### src/fsf_pkg.sv
// Shared constants and types for the FIFO status and flow-control block.
package fsf_pkg;
    // Register byte offsets on the bus.
    localparam logic [3:0] ADDR_STATUS = 4'h0;
    localparam logic [3:0] ADDR_DATA = 4'h4;
    localparam logic [3:0] ADDR_CAPS = 4'h8;
    // Status word bit positions.
    localparam int STS_RESEND_BIT = 1;
    localparam int STS_EXPECT_BIT = 3;
    localparam int STS_AVAIL_BIT = 4;
    localparam int STS_GO_BIT = 5;
    localparam int STS_ACCEPT_BIT = 6;
    localparam int STS_VALID_BIT = 7;
    localparam int ALLOW_LSB = 8;
    localparam int ALLOW_W = 16;
    // Capability word bit positions.
    localparam int CAPS_FIXED_BIT = 0;
    // Defaults and fill values.
    localparam int QUEUE_DEPTH = 64;
    localparam int FIXED_ALLOW = 16;
    localparam logic [7:0] EMPTY_READ = 8'hff;
    localparam logic [31:0] ZERO_WORD = 32'h0;

    typedef enum logic [2:0] {
        IF_IDLE,
        IF_READY,
        IF_RECEIVE,
        IF_EXECUTE,
        IF_COMPLETE
    } fsf_state_t;

    // One byte with its valid qualifier.
    typedef struct packed {
        logic valid;
        logic [7:0] data;
    } fsf_byte_t;
endpackage

### src/fsf_byte_queue.sv
// Byte queue with flush, used for the request and reply directions.
`timescale 1ns/1ps
`default_nettype none
module fsf_byte_queue
    import fsf_pkg::*;
#(
    parameter int DEPTH = QUEUE_DEPTH,
    parameter int CW = $clog2(DEPTH + 1)
) (
    // Clock, reset and flush.
    input wire logic mclk,
    input wire logic rst_n,
    input wire logic flush,
    // Fill side.
    input wire fsf_byte_t pushIn,
    output logic pushReady,
    // Drain side.
    output fsf_byte_t popOut,
    input wire logic popReady,
    // Occupancy.
    output logic [CW-1:0] count
);
    localparam int AW = (DEPTH > 1) ? $clog2(DEPTH) : 1;
    localparam logic [CW-1:0] FULL_COUNT = CW'(DEPTH);
    localparam logic [AW-1:0] LAST_SLOT = AW'(DEPTH - 1);

    typedef struct packed {
        logic [DEPTH-1:0][7:0] mem;
        logic [AW-1:0] wp;
        logic [AW-1:0] rp;
        logic [CW-1:0] cnt;
    } fsf_queue_state_t;

    fsf_queue_state_t s;
    fsf_queue_state_t next_s;
    logic doPush;
    logic doPop;

    assign pushReady = (s.cnt != FULL_COUNT);
    assign popOut = '{valid: (s.cnt != '0),
        data: s.mem[s.rp]};
    assign count = s.cnt;

    always_comb begin
        next_s = s;
        doPush = pushIn.valid && pushReady;
        doPop = popReady && popOut.valid;
        if (doPush) begin
            next_s.mem[s.wp] = pushIn.data;
            next_s.wp = (s.wp == LAST_SLOT) ? '0 : s.wp + 1'b1;
        end
        if (doPop) begin
            next_s.rp = (s.rp == LAST_SLOT) ? '0 : s.rp + 1'b1;
        end
        if (doPush && !doPop) begin
            next_s.cnt = s.cnt + 1'b1;
        end else if (doPop && !doPush) begin
            next_s.cnt = s.cnt - 1'b1;
        end
        if (flush) begin
            next_s.wp = '0;
            next_s.rp = '0;
            next_s.cnt = '0;
        end
    end

    always_ff @(posedge mclk or negedge rst_n) begin
        if (!rst_n) begin
            s <= '0;
        end else begin
            s <= next_s;
        end
    end
endmodule
`default_nettype wire

### src/fsf_status_top.sv
// Status word, transfer allowance and interface state machine with its data queues.
// How it works
// RULE1: Allowance reads zero whenever the queue cannot move bytes without wait states.
// RULE2: Dynamic send allowance is free request space, down on host write, up on drain.
// RULE3: Dynamic read allowance is reply bytes held, down on host read, up on fill.
// RULE4: Fixed send allowance drops to zero on first byte until the fixed count arrives.
// RULE5: Fixed read allowance drops to zero on first read until the fixed count is read.
// RULE6: The fixed allowance value never changes between two module init events.
// RULE7: Host treats earlier allowance as stale after resend or abort until data available.
// RULE8: After accept flag sets, allowance becomes nonzero within the short timeout.
// RULE9: After response available sets, allowance becomes nonzero within the short timeout.
// RULE10: A split two-byte allowance read returns both bytes of one snapshot.
// RULE11: Status valid returns within the short timeout after a status write.
// RULE12: Status valid is only set while expect and available flags are correct.
// RULE13: Accept flag reads one exactly in Ready, entered only with both queues empty.
// RULE14: Accept flag clears when the first command byte enters the request queue.
// RULE15: A write of zero to the accept flag is ignored.
// RULE16: Writing one to the accept flag in Ready is ignored.
// RULE17: Writing one to the accept flag in Idle moves to Ready.
// RULE18: Writing one to the accept flag during reception aborts the command.
// RULE19: Writing one in completion flushes both queues and enters Ready.
// RULE20: Writing one during execution aborts the running command.
// RULE21: Host checks the accept flag and never sends data while it reads zero.
// RULE22: Host writes one to the accept flag after receiving a whole response.
// RULE23: A data write that cannot be taken is stalled, never dropped; code stalls only in Ready and Receive, acks and drops it elsewhere.
// RULE24: One explicit state register drives all flag updates.
`timescale 1ns/1ps
`default_nettype none
module fsf_status_top
    import fsf_pkg::*;
#(
    parameter int DEPTH = QUEUE_DEPTH,
    parameter int FIXED = FIXED_ALLOW,
    parameter int AW = 4
) (
    // Clock and reset.
    input wire logic mclk,
    input wire logic rst_n,
    // Asynchronous pins.
    input wire logic moduleInitEvent,
    input wire logic allowanceFixedStrap,
    // Wishbone classic slave.
    input wire logic cyc_i,
    input wire logic stb_i,
    input wire logic we_i,
    input wire logic [AW-1:0] adr_i,
    input wire logic [3:0] sel_i,
    input wire logic [31:0] dat_i,
    output logic [31:0] dat_o,
    output logic ack_o,
    // Firmware side of the queues.
    output fsf_byte_t fwRequest,
    input wire logic fwRequestReady,
    input wire fsf_byte_t fwReply,
    output logic fwReplyReady,
    // Firmware command control.
    output logic fwExecStart,
    output logic fwAbort,
    output logic fwResend,
    input wire logic fwExecDone,
    // Visible state.
    output fsf_state_t ifState
);
    localparam int CW = $clog2(DEPTH + 1);
    localparam logic [ALLOW_W-1:0] FIXED_VALUE = ALLOW_W'(FIXED);
    localparam logic [ALLOW_W-1:0] FIXED_LAST = ALLOW_W'(FIXED - 1);
    localparam logic [ALLOW_W-1:0] DEPTH_VALUE = ALLOW_W'(DEPTH);

    typedef struct packed {
        fsf_state_t st;
        logic ack;
        logic [31:0] rdData;
        logic status_valid_flag;
        logic [ALLOW_W-1:0] fixedLeft;
        logic [ALLOW_W-1:0] snap;
        logic snapValid;
        logic fixedMode;
        logic strapDone;
        logic execStart;
        logic abort;
        logic resend;
    } fsf_top_state_t;

    fsf_top_state_t s;
    fsf_top_state_t next_s;
    logic initSync;
    logic strapSync;
    logic [CW-1:0] reqCount;
    logic [CW-1:0] repCount;
    logic reqSpace;
    fsf_byte_t hostPush;
    fsf_byte_t hostPop;
    logic hostPopReady;
    logic flush;
    logic request;
    logic isStatus;
    logic isData;
    logic isCaps;
    logic sendPhase;
    logic readPhase;
    logic respAvail;
    logic expectMore;
    logic acceptFlag;
    logic [ALLOW_W-1:0] freeBytes;
    logic [ALLOW_W-1:0] heldBytes;
    logic [ALLOW_W-1:0] allowance;
    logic [ALLOW_W-1:0] allowShown;
    logic dataWrite;
    logic dataRead;
    logic stall;
    logic hostMoved;

    fsf_sync #(
        .WIDTH(2)
    ) u_pin_sync (
        .mclk(mclk),
        .rst_n(rst_n),
        .asyncIn({moduleInitEvent, allowanceFixedStrap}),
        .syncOut({initSync, strapSync})
    );

    fsf_byte_queue #(
        .DEPTH(DEPTH)
    ) u_request_queue (
        .mclk(mclk),
        .rst_n(rst_n),
        .flush(flush),
        .pushIn(hostPush),
        .pushReady(reqSpace),
        .popOut(fwRequest),
        .popReady(fwRequestReady),
        .count(reqCount)
    );

    fsf_byte_queue #(
        .DEPTH(DEPTH)
    ) u_reply_queue (
        .mclk(mclk),
        .rst_n(rst_n),
        .flush(flush),
        .pushIn(fwReply),
        .pushReady(fwReplyReady),
        .popOut(hostPop),
        .popReady(hostPopReady),
        .count(repCount)
    );

    // RULE13: accept flag mirrors the Ready state.
    assign acceptFlag = (s.st == IF_READY);
    assign sendPhase = (s.st == IF_READY) || (s.st == IF_RECEIVE);
    assign readPhase = (s.st == IF_COMPLETE);
    assign respAvail = readPhase && hostPop.valid;
    assign expectMore = (s.st == IF_RECEIVE);
    assign freeBytes = DEPTH_VALUE - ALLOW_W'(reqCount);
    assign heldBytes = ALLOW_W'(repCount);

    always_comb begin
        allowance = '0;
        if (!s.fixedMode) begin
            // RULE2: dynamic send count follows free request space.
            if (sendPhase) begin
                allowance = freeBytes;
            // RULE3: dynamic read count follows bytes held for the host.
            end else if (readPhase) begin
                allowance = heldBytes;
            end
        end else if (s.fixedLeft == '0) begin
            // RULE4: fixed send value only while a full burst fits.
            if (sendPhase && freeBytes >= FIXED_VALUE) begin
                allowance = FIXED_VALUE;
            // RULE5: fixed read value only while a full burst, or the tail, is held.
            end else if (readPhase && (heldBytes >= FIXED_VALUE
                    || (heldBytes != '0 && !fwReply.valid))) begin
                allowance = FIXED_VALUE;
            end
        end
    end

    assign request = cyc_i && stb_i && !s.ack;
    assign isStatus = (adr_i == AW'(ADDR_STATUS));
    assign isData = (adr_i == AW'(ADDR_DATA));
    assign isCaps = (adr_i == AW'(ADDR_CAPS));
    assign dataWrite = request && we_i && isData && sel_i[0];
    assign dataRead = request && !we_i && isData;
    // RULE23: in Ready or Receive a full request queue holds the bus instead of losing the byte.
    assign stall = dataWrite && sendPhase && !reqSpace;
    // RULE14: the first pushed byte is what leaves Ready.
    assign hostPush = '{valid: dataWrite && sendPhase && reqSpace,
        data: dat_i[7:0]};
    assign hostPopReady = dataRead && respAvail;
    assign hostMoved = hostPush.valid || hostPopReady;
    // RULE10: the upper byte alone reads the snapshot taken with the lower byte.
    assign allowShown = (!sel_i[1] && s.snapValid) ? s.snap : allowance;

    // RULE24: all flag updates derive from this one state register.
    always_comb begin
        next_s = s;
        flush = 1'b0;
        next_s.execStart = 1'b0;
        next_s.abort = 1'b0;
        next_s.resend = 1'b0;
        next_s.ack = request && !stall;
        next_s.rdData = ZERO_WORD;
        // RULE11: status valid returns the cycle after the write completes.
        next_s.status_valid_flag = 1'b1;
        if (request && !stall) begin
            if (isStatus && !we_i) begin
                next_s.rdData[ALLOW_LSB +: ALLOW_W] = allowShown;
                next_s.rdData[STS_VALID_BIT] = s.status_valid_flag;
                next_s.rdData[STS_ACCEPT_BIT] = acceptFlag;
                next_s.rdData[STS_AVAIL_BIT] = respAvail;
                next_s.rdData[STS_EXPECT_BIT] = expectMore;
                // RULE10: capture the count when its lower byte is read.
                if (sel_i[1]) begin
                    next_s.snap = allowance;
                    next_s.snapValid = 1'b1;
                end
            end else if (isCaps && !we_i) begin
                next_s.rdData[CAPS_FIXED_BIT] = s.fixedMode;
            end else if (dataRead) begin
                next_s.rdData[7:0] = respAvail ? hostPop.data : EMPTY_READ;
            end
        end
        if (request && isData) begin
            next_s.snapValid = 1'b0;
        end
        // RULE4: count host bytes of a fixed burst; zero shows meanwhile.
        if (s.fixedMode && hostMoved) begin
            next_s.fixedLeft = (s.fixedLeft == '0) ? FIXED_LAST : s.fixedLeft - 1'b1;
        end
        unique case (s.st)
            IF_READY: begin
                if (hostPush.valid) begin
                    next_s.st = IF_RECEIVE;
                end
            end
            IF_RECEIVE: begin
                if (request && we_i && isStatus && sel_i[0] && dat_i[STS_GO_BIT]) begin
                    next_s.st = IF_EXECUTE;
                    next_s.execStart = 1'b1;
                    next_s.fixedLeft = '0;
                end
            end
            IF_EXECUTE: begin
                if (fwExecDone) begin
                    next_s.st = IF_COMPLETE;
                end
            end
            IF_COMPLETE: begin
                if (request && we_i && isStatus && sel_i[0] && dat_i[STS_RESEND_BIT]) begin
                    flush = 1'b1;
                    next_s.resend = 1'b1;
                    next_s.fixedLeft = '0;
                end
            end
            IF_IDLE: begin
            end
        endcase
        if (request && we_i && isStatus) begin
            next_s.status_valid_flag = 1'b0;
            // RULE15: only a written one acts; a zero leaves state and queues alone.
            if (sel_i[0] && dat_i[STS_ACCEPT_BIT]) begin
                unique case (s.st)
                    // RULE16: already Ready, nothing changes.
                    IF_READY: begin
                    end
                    // RULE17: flush, then Ready on the next edge.
                    IF_IDLE: begin
                        flush = 1'b1;
                        next_s.st = IF_READY;
                    end
                    // RULE18: abort while receiving.
                    IF_RECEIVE: begin
                        flush = 1'b1;
                        next_s.abort = 1'b1;
                        next_s.st = IF_IDLE;
                    end
                    // RULE20: abort while executing.
                    IF_EXECUTE: begin
                        flush = 1'b1;
                        next_s.abort = 1'b1;
                        next_s.st = IF_IDLE;
                    end
                    // RULE19: both queues emptied, Ready reached at once.
                    IF_COMPLETE: begin
                        flush = 1'b1;
                        next_s.st = IF_READY;
                    end
                endcase
                next_s.fixedLeft = '0;
            end
        end
        // RULE6: the fixed-mode strap is sampled only at start and at init events.
        if (!s.strapDone) begin
            next_s.fixedMode = strapSync;
            next_s.strapDone = 1'b1;
        end
        if (initSync) begin
            flush = 1'b1;
            next_s.st = IF_IDLE;
            next_s.fixedLeft = '0;
            next_s.snapValid = 1'b0;
            next_s.strapDone = 1'b0;
        end
    end

    always_ff @(posedge mclk or negedge rst_n) begin
        if (!rst_n) begin
            s <= '{st: IF_IDLE, default: '0};
        end else begin
            s <= next_s;
        end
    end

    assign dat_o = s.rdData;
    assign ack_o = s.ack;
    assign fwExecStart = s.execStart;
    assign fwAbort = s.abort;
    assign fwResend = s.resend;
    assign ifState = s.st;

    a_zero_no_room: assert property (@(posedge mclk) disable iff (!rst_n) // RULE1
        (sendPhase && !reqSpace) |-> (allowance == '0))
        else $error("allowance nonzero while request queue is full");
    a_dyn_send_count: assert property (@(posedge mclk) disable iff (!rst_n) // RULE2
        (!s.fixedMode && sendPhase) |-> (allowance == DEPTH_VALUE - ALLOW_W'(reqCount)))
        else $error("dynamic send allowance differs from free space");
    a_dyn_read_count: assert property (@(posedge mclk) disable iff (!rst_n) // RULE3
        (!s.fixedMode && readPhase) |-> (allowance == ALLOW_W'(repCount)))
        else $error("dynamic read allowance differs from held bytes");
    a_fixed_burst_hold: assert property (@(posedge mclk) disable iff (!rst_n) // RULE4
        (s.fixedMode && s.fixedLeft != '0) |-> (allowance == '0))
        else $error("fixed allowance nonzero inside a burst");
    a_fixed_mode_stable: assert property (@(posedge mclk) disable iff (!rst_n) // RULE6
        (s.strapDone && !initSync) |=> $stable(s.fixedMode))
        else $error("fixed mode changed without an init event");
    a_accept_nonzero: assert property (@(posedge mclk) disable iff (!rst_n) // RULE8
        ($rose(acceptFlag) && !initSync) |-> ##[0:2] (allowance != '0 || !acceptFlag))
        else $error("allowance stayed zero after accept flag set");
    a_avail_nonzero: assert property (@(posedge mclk) disable iff (!rst_n) // RULE9
        ($rose(respAvail) && !s.fixedMode) |-> (allowance != '0))
        else $error("allowance zero while response available");
    a_split_read: assert property (@(posedge mclk) disable iff (!rst_n) // RULE10
        (request && isStatus && !we_i && sel_i[1]) |=> (s.snap == $past(allowance)))
        else $error("allowance snapshot not taken on lower byte read");
    a_valid_return: assert property (@(posedge mclk) disable iff (!rst_n) // RULE11
        (request && we_i && isStatus) |=> !s.status_valid_flag ##1 s.status_valid_flag)
        else $error("status valid not back one cycle after status write");
    a_ready_empty: assert property (@(posedge mclk) disable iff (!rst_n) // RULE13
        $rose(acceptFlag) |-> (reqCount == '0 && repCount == '0))
        else $error("Ready entered with a queue not empty");
    a_first_byte: assert property (@(posedge mclk) disable iff (!rst_n) // RULE14
        (acceptFlag && hostPush.valid && !initSync) |=> (s.st == IF_RECEIVE))
        else $error("accept flag did not clear on first byte");
    a_idle_to_ready: assert property (@(posedge mclk) disable iff (!rst_n) // RULE17
        (s.st == IF_IDLE && request && we_i && isStatus && sel_i[0]
            && dat_i[STS_ACCEPT_BIT] && !initSync) |=> (s.st == IF_READY))
        else $error("Idle did not move to Ready on accept write");
    a_write_stalled: assert property (@(posedge mclk) disable iff (!rst_n) // RULE23
        stall |=> !ack_o)
        else $error("data write acknowledged while request queue full");
endmodule
`default_nettype wire

### src/fsf_sync.sv
// Two-flop synchroniser for asynchronous level inputs.
`timescale 1ns/1ps
`default_nettype none
module fsf_sync #(
    parameter int WIDTH = 1
) (
    // Clock and reset.
    input wire logic mclk,
    input wire logic rst_n,
    // Asynchronous input and its synchronised copy.
    input wire logic [WIDTH-1:0] asyncIn,
    output logic [WIDTH-1:0] syncOut
);
    typedef struct packed {
        logic [WIDTH-1:0] first;
        logic [WIDTH-1:0] second;
    } fsf_sync_state_t;

    fsf_sync_state_t s;
    fsf_sync_state_t next_s;

    always_comb begin
        next_s.first = asyncIn;
        next_s.second = s.first;
    end

    always_ff @(posedge mclk or negedge rst_n) begin
        if (!rst_n) begin
            s <= '0;
        end else begin
            s <= next_s;
        end
    end

    assign syncOut = s.second;
endmodule
`default_nettype wire
### config.mk
export PLATFORM = sky130hd
export DESIGN_NAME = fsf_status_top
export DESIGN_NICKNAME = d
export VERILOG_FILES = /design/src/fsf_pkg.sv /design/src/fsf_byte_queue.sv /design/src/fsf_status_top.sv /design/src/fsf_sync.sv
export SDC_FILE = /design/constraint.sdc
export NUM_CORES = 2
export LEC_CHECK = 0
export ABC_CLOCK_PERIOD_IN_PS = 4500
export BUFFER_PORTS_ARGS = -buffer_cell sky130_fd_sc_hd__clkbuf_2
export CAP_MARGIN = 0
export CORE_UTILIZATION = 40
export CTS_CLUSTER_DIAMETER = 60
export DETAILED_ROUTE_END_ITERATION = 6
export SYNTH_ARGS = -nofsm -noshare
export SYNTH_HDL_FRONTEND = slang
export SYNTH_HIERARCHICAL = 1
export SYNTH_SLANG_ARGS = --single-unit
### constraint.sdc
create_clock -name mclk -period 4.5 [get_ports mclk]
set_input_delay 0.225 -clock mclk [delete_from_list [all_inputs] [get_ports mclk]]
set_output_delay 0.225 -clock mclk [all_outputs]
set_load 0.1 [all_outputs]
==> metrics <==
status complete, no violations; top post-synthesis cells by area dfrtp_1 53%, mux2_2 22%, mux4_2 9.4%; f_max 229 MHz; final setup TNS 0 ps; share of the synthesized area in the top cell type 53.2%; WL/cell around 23 µm; worst setup margin around 130 ps; global-route wire length before repair between 150 and 200 mm; max incr delay on CP 1070 ps; largest net degree at the start of global routing 120; GRT busiest layer met2; initial DRC count ~2300; CTS buffer count 132; Die Area 133000 µm²; num ports roughly 110; total DRC errors in the routed layout 0; drt first pass iters 6; GRT overflow 0; dpl cells 5264; slowest CP cell dfrtp_4; CTS tree built; CP Class flop to output port; Worst VDD drop between 0.0002 and 0.00025 V; Tcrit/Tclk final 97.1%; H-tree depth 4; layout cells sized above 1 a little under half; Worst EP arrival roughly 4100 ps; most common flop cell mapped by yosys dfrtp_1; Die Y-Extent 364 µm; fin cells 5518; GR Util met2 30.7%; Sink Count roughly 1100; Synth area leader dfrtp_1; Yosys cell types 84; flop and latch count out of synthesis around 1100; PD cells 381 nW/µm²; Worst Max-Slew Pin Slew roughly 1000 ps; Worst slew margin between 30% and 40%; via count of the first global-routing pass around 32000; setup slack at placement just under 700 ps; Startpoint Class flop; core area ~130000 µm²; Syn Std Cell Area roughly 53000 µm²; Post-DRT Antenna Nets 0; gr usage total around a fifth; final hold violation count 0; met1 Track Usage GR approximately 28%; Die W roughly 360 µm; synth warn 6; Post-DP HPWL a little under 80 mm; Multi-input gate area ~23000 µm²; Max Cap Viol 0; grt met3 use 3.32%; Async SR Flop Fraction between 90% and 100%; CP Max Fanout 60; Syn Inst Count 3653; FF+latch area between 20000 and 30000 µm²; Tot Pwr between 0.02 and 0.025 W; Post-synth EDFFs 0; most common cell in the netlist dfrtp_1; sequential area share after synthesis between 50% and 60%; Final Skew 33.1 ps; CTS root buffer clkbuf_16; worst-path cell chain buf_4 > mux4_2 > a2111oi_0 > a221o_1 > o21ai_0 > clkbuf_2; vias per cell approximately 5.6; Lkg Pwr 28.0 nW; critical path capture point type output port; RSZ-0062 raised after global routing no; fillers roughly 12000; starting density of the core between 40% and 50%; Final min period ~4400 ps; CTS clk-pin slew, worst paths around 60 ps; Port Buf Inserts 72; initial antenna violation count 0; Vias around 31000; commonest cells in the netlist 1117 x dfrtp_1, 1011 x mux2_2, 219 x mux4_2; Worst-Skew Late Latency about 760 ps; area added between synthesis and finish 12.7%; # rows 132; Critical Path RT ~4300 ps; worst hold path type primary input to flop; final setup vio count 0; final wirelength 128 mm; Layout Nets roughly 3800; Slew Limit Fails 0; routability cong. roughly 0.82; deepest clock path buffer count 3; Avg Cell Area, Syn 14.4 µm²
state kept, by name, indices dropped and copies added (netlist names):
signal and flops:
u_pin_sync/next_s 2, fwAbort 1, dat_o 16, s 28
u_reply_queue/count 7, fwExecStart 1, u_request_queue/count 7, u_pin_sync/syncOut 2
u_request_queue/s 524, ifState 3, u_reply_queue/s 524, ack_o 1
fwResend 1
worst max-delay path, delay by kind of cell, from the launching register on:
family          cells  cell delay [ps]
mux                 1              360
flops               1             1070
compound gates      3              990
buf+inv             2              920
report_power, final:
group	total, W	internal [W]	switching (W)
logic	0.00158	0.000587	0.000998
registers	0.0104	0.0102	0.000205
clock network	0.0105	0.00627	0.00425
repair_timing:
action                                  in CTS  in global routing
resized for setup                            0                  0
endpoints found under the setup margin       3                  0
hold buffers                                22                  0
buffers inserted                             1                  0
endpoints found under the hold margin      118                  0
worst paths after layout:
kind,startpoint,slack (ps),cells past startpoint,endpoint
max,u_request_queue/s[8],130,6,fwRequest[1]
min,fwReply[0],60,2,u_reply_queue/s[347]
max reg2reg,u_request_queue/count[2],660,17,u_request_queue/count[6]
min reg2reg,u_pin_sync/next_s[0],350,0,u_pin_sync/syncOut[0]
max in group asynchronous,rst_n,3040,3,u_reply_queue/s[41]
min in group asynchronous,rst_n,180,2,dat_o[12]
cell families (layout without fill, tap and decap cells):
kind of cell / Yosys count / after routing / synth area share (%)
AOI/OAI and AO/OA: 328 / 328 / 4.39
xor gates and xnor gates: 30 / 30 / 0.515
adders and majority gates: 21 / 21 / 0.529
buffers and inverters: 333 / 448 / 2.96
DFF: 1117 / 1117 / 53.2
muxes: 1330 / 1330 / 33.1
other: 1 / 9 / 0.00714
and+or+nand+nor: 493 / 493 / 5.27
cell type report:
type	count	area share, %
Multi-Input combinational cell	2210	39.0
Timing Repair Buffer	192	2.60
Sequential cell	1117	47.2
Clock buffer	195	6.54
Inverter	26	0.165
Clock inverter	35	0.704
Tap cell	1742	3.68
Antenna cell	1	0.00423
metrics by stage:
step | hold WS [ps] | util, % | area, µm²
2_1_floorplan | -70.6 | - | 52500
5_1_grt | 48.0 | 45.6 | 59200
3_3_place_gp | 341 | 42.1 | 54700
6_report | 63.2 | 45.6 | 59200
3_5_place_dp | 346 | 42.1 | 54700
4_1_cts | 18.8 | 45.6 | 59200
layer usage:
metal / vias to the layer above / wire, µm
li1: 13600 / -
met5: - / 0
met4: 0 / 2710
met2: 555 / 60300
met1: 16500 / 59700
met3: 184 / 5030
cells in the final DEF (no fill, tap or decap), types with 9 or more instances in the layout:
master,instances
dlygate4sd3_1,22
a21oi_1,55
clkbuf_8,27
o22ai_1,16
dfrtp_1,1113
buf_4,81
a2111oi_0,9
a22o_1,12
clkbuf_16,135
xor2_1,16
o31ai_1,18
xnor2_1,13
nor2b_1,28
nor4_1,11
nor3_1,25
and3_1,11
buf_12,17
mux2i_1,51
mux4_2,219
clkbuf_2,71
a211oi_1,17
nand2_2,75
a221oi_1,20
ha_1,19
mux2_2,1011
nor2_1,73
nand3_1,32
clkinvlp_4,9
clkinv_2,9
inv_1,25
nand2_1,130
clkbuf_1,33
a22oi_1,51
mux2_1,49
o21ai_0,61
nand2b_1,11
Note: power is estimated with default switching activity, not from simulation.
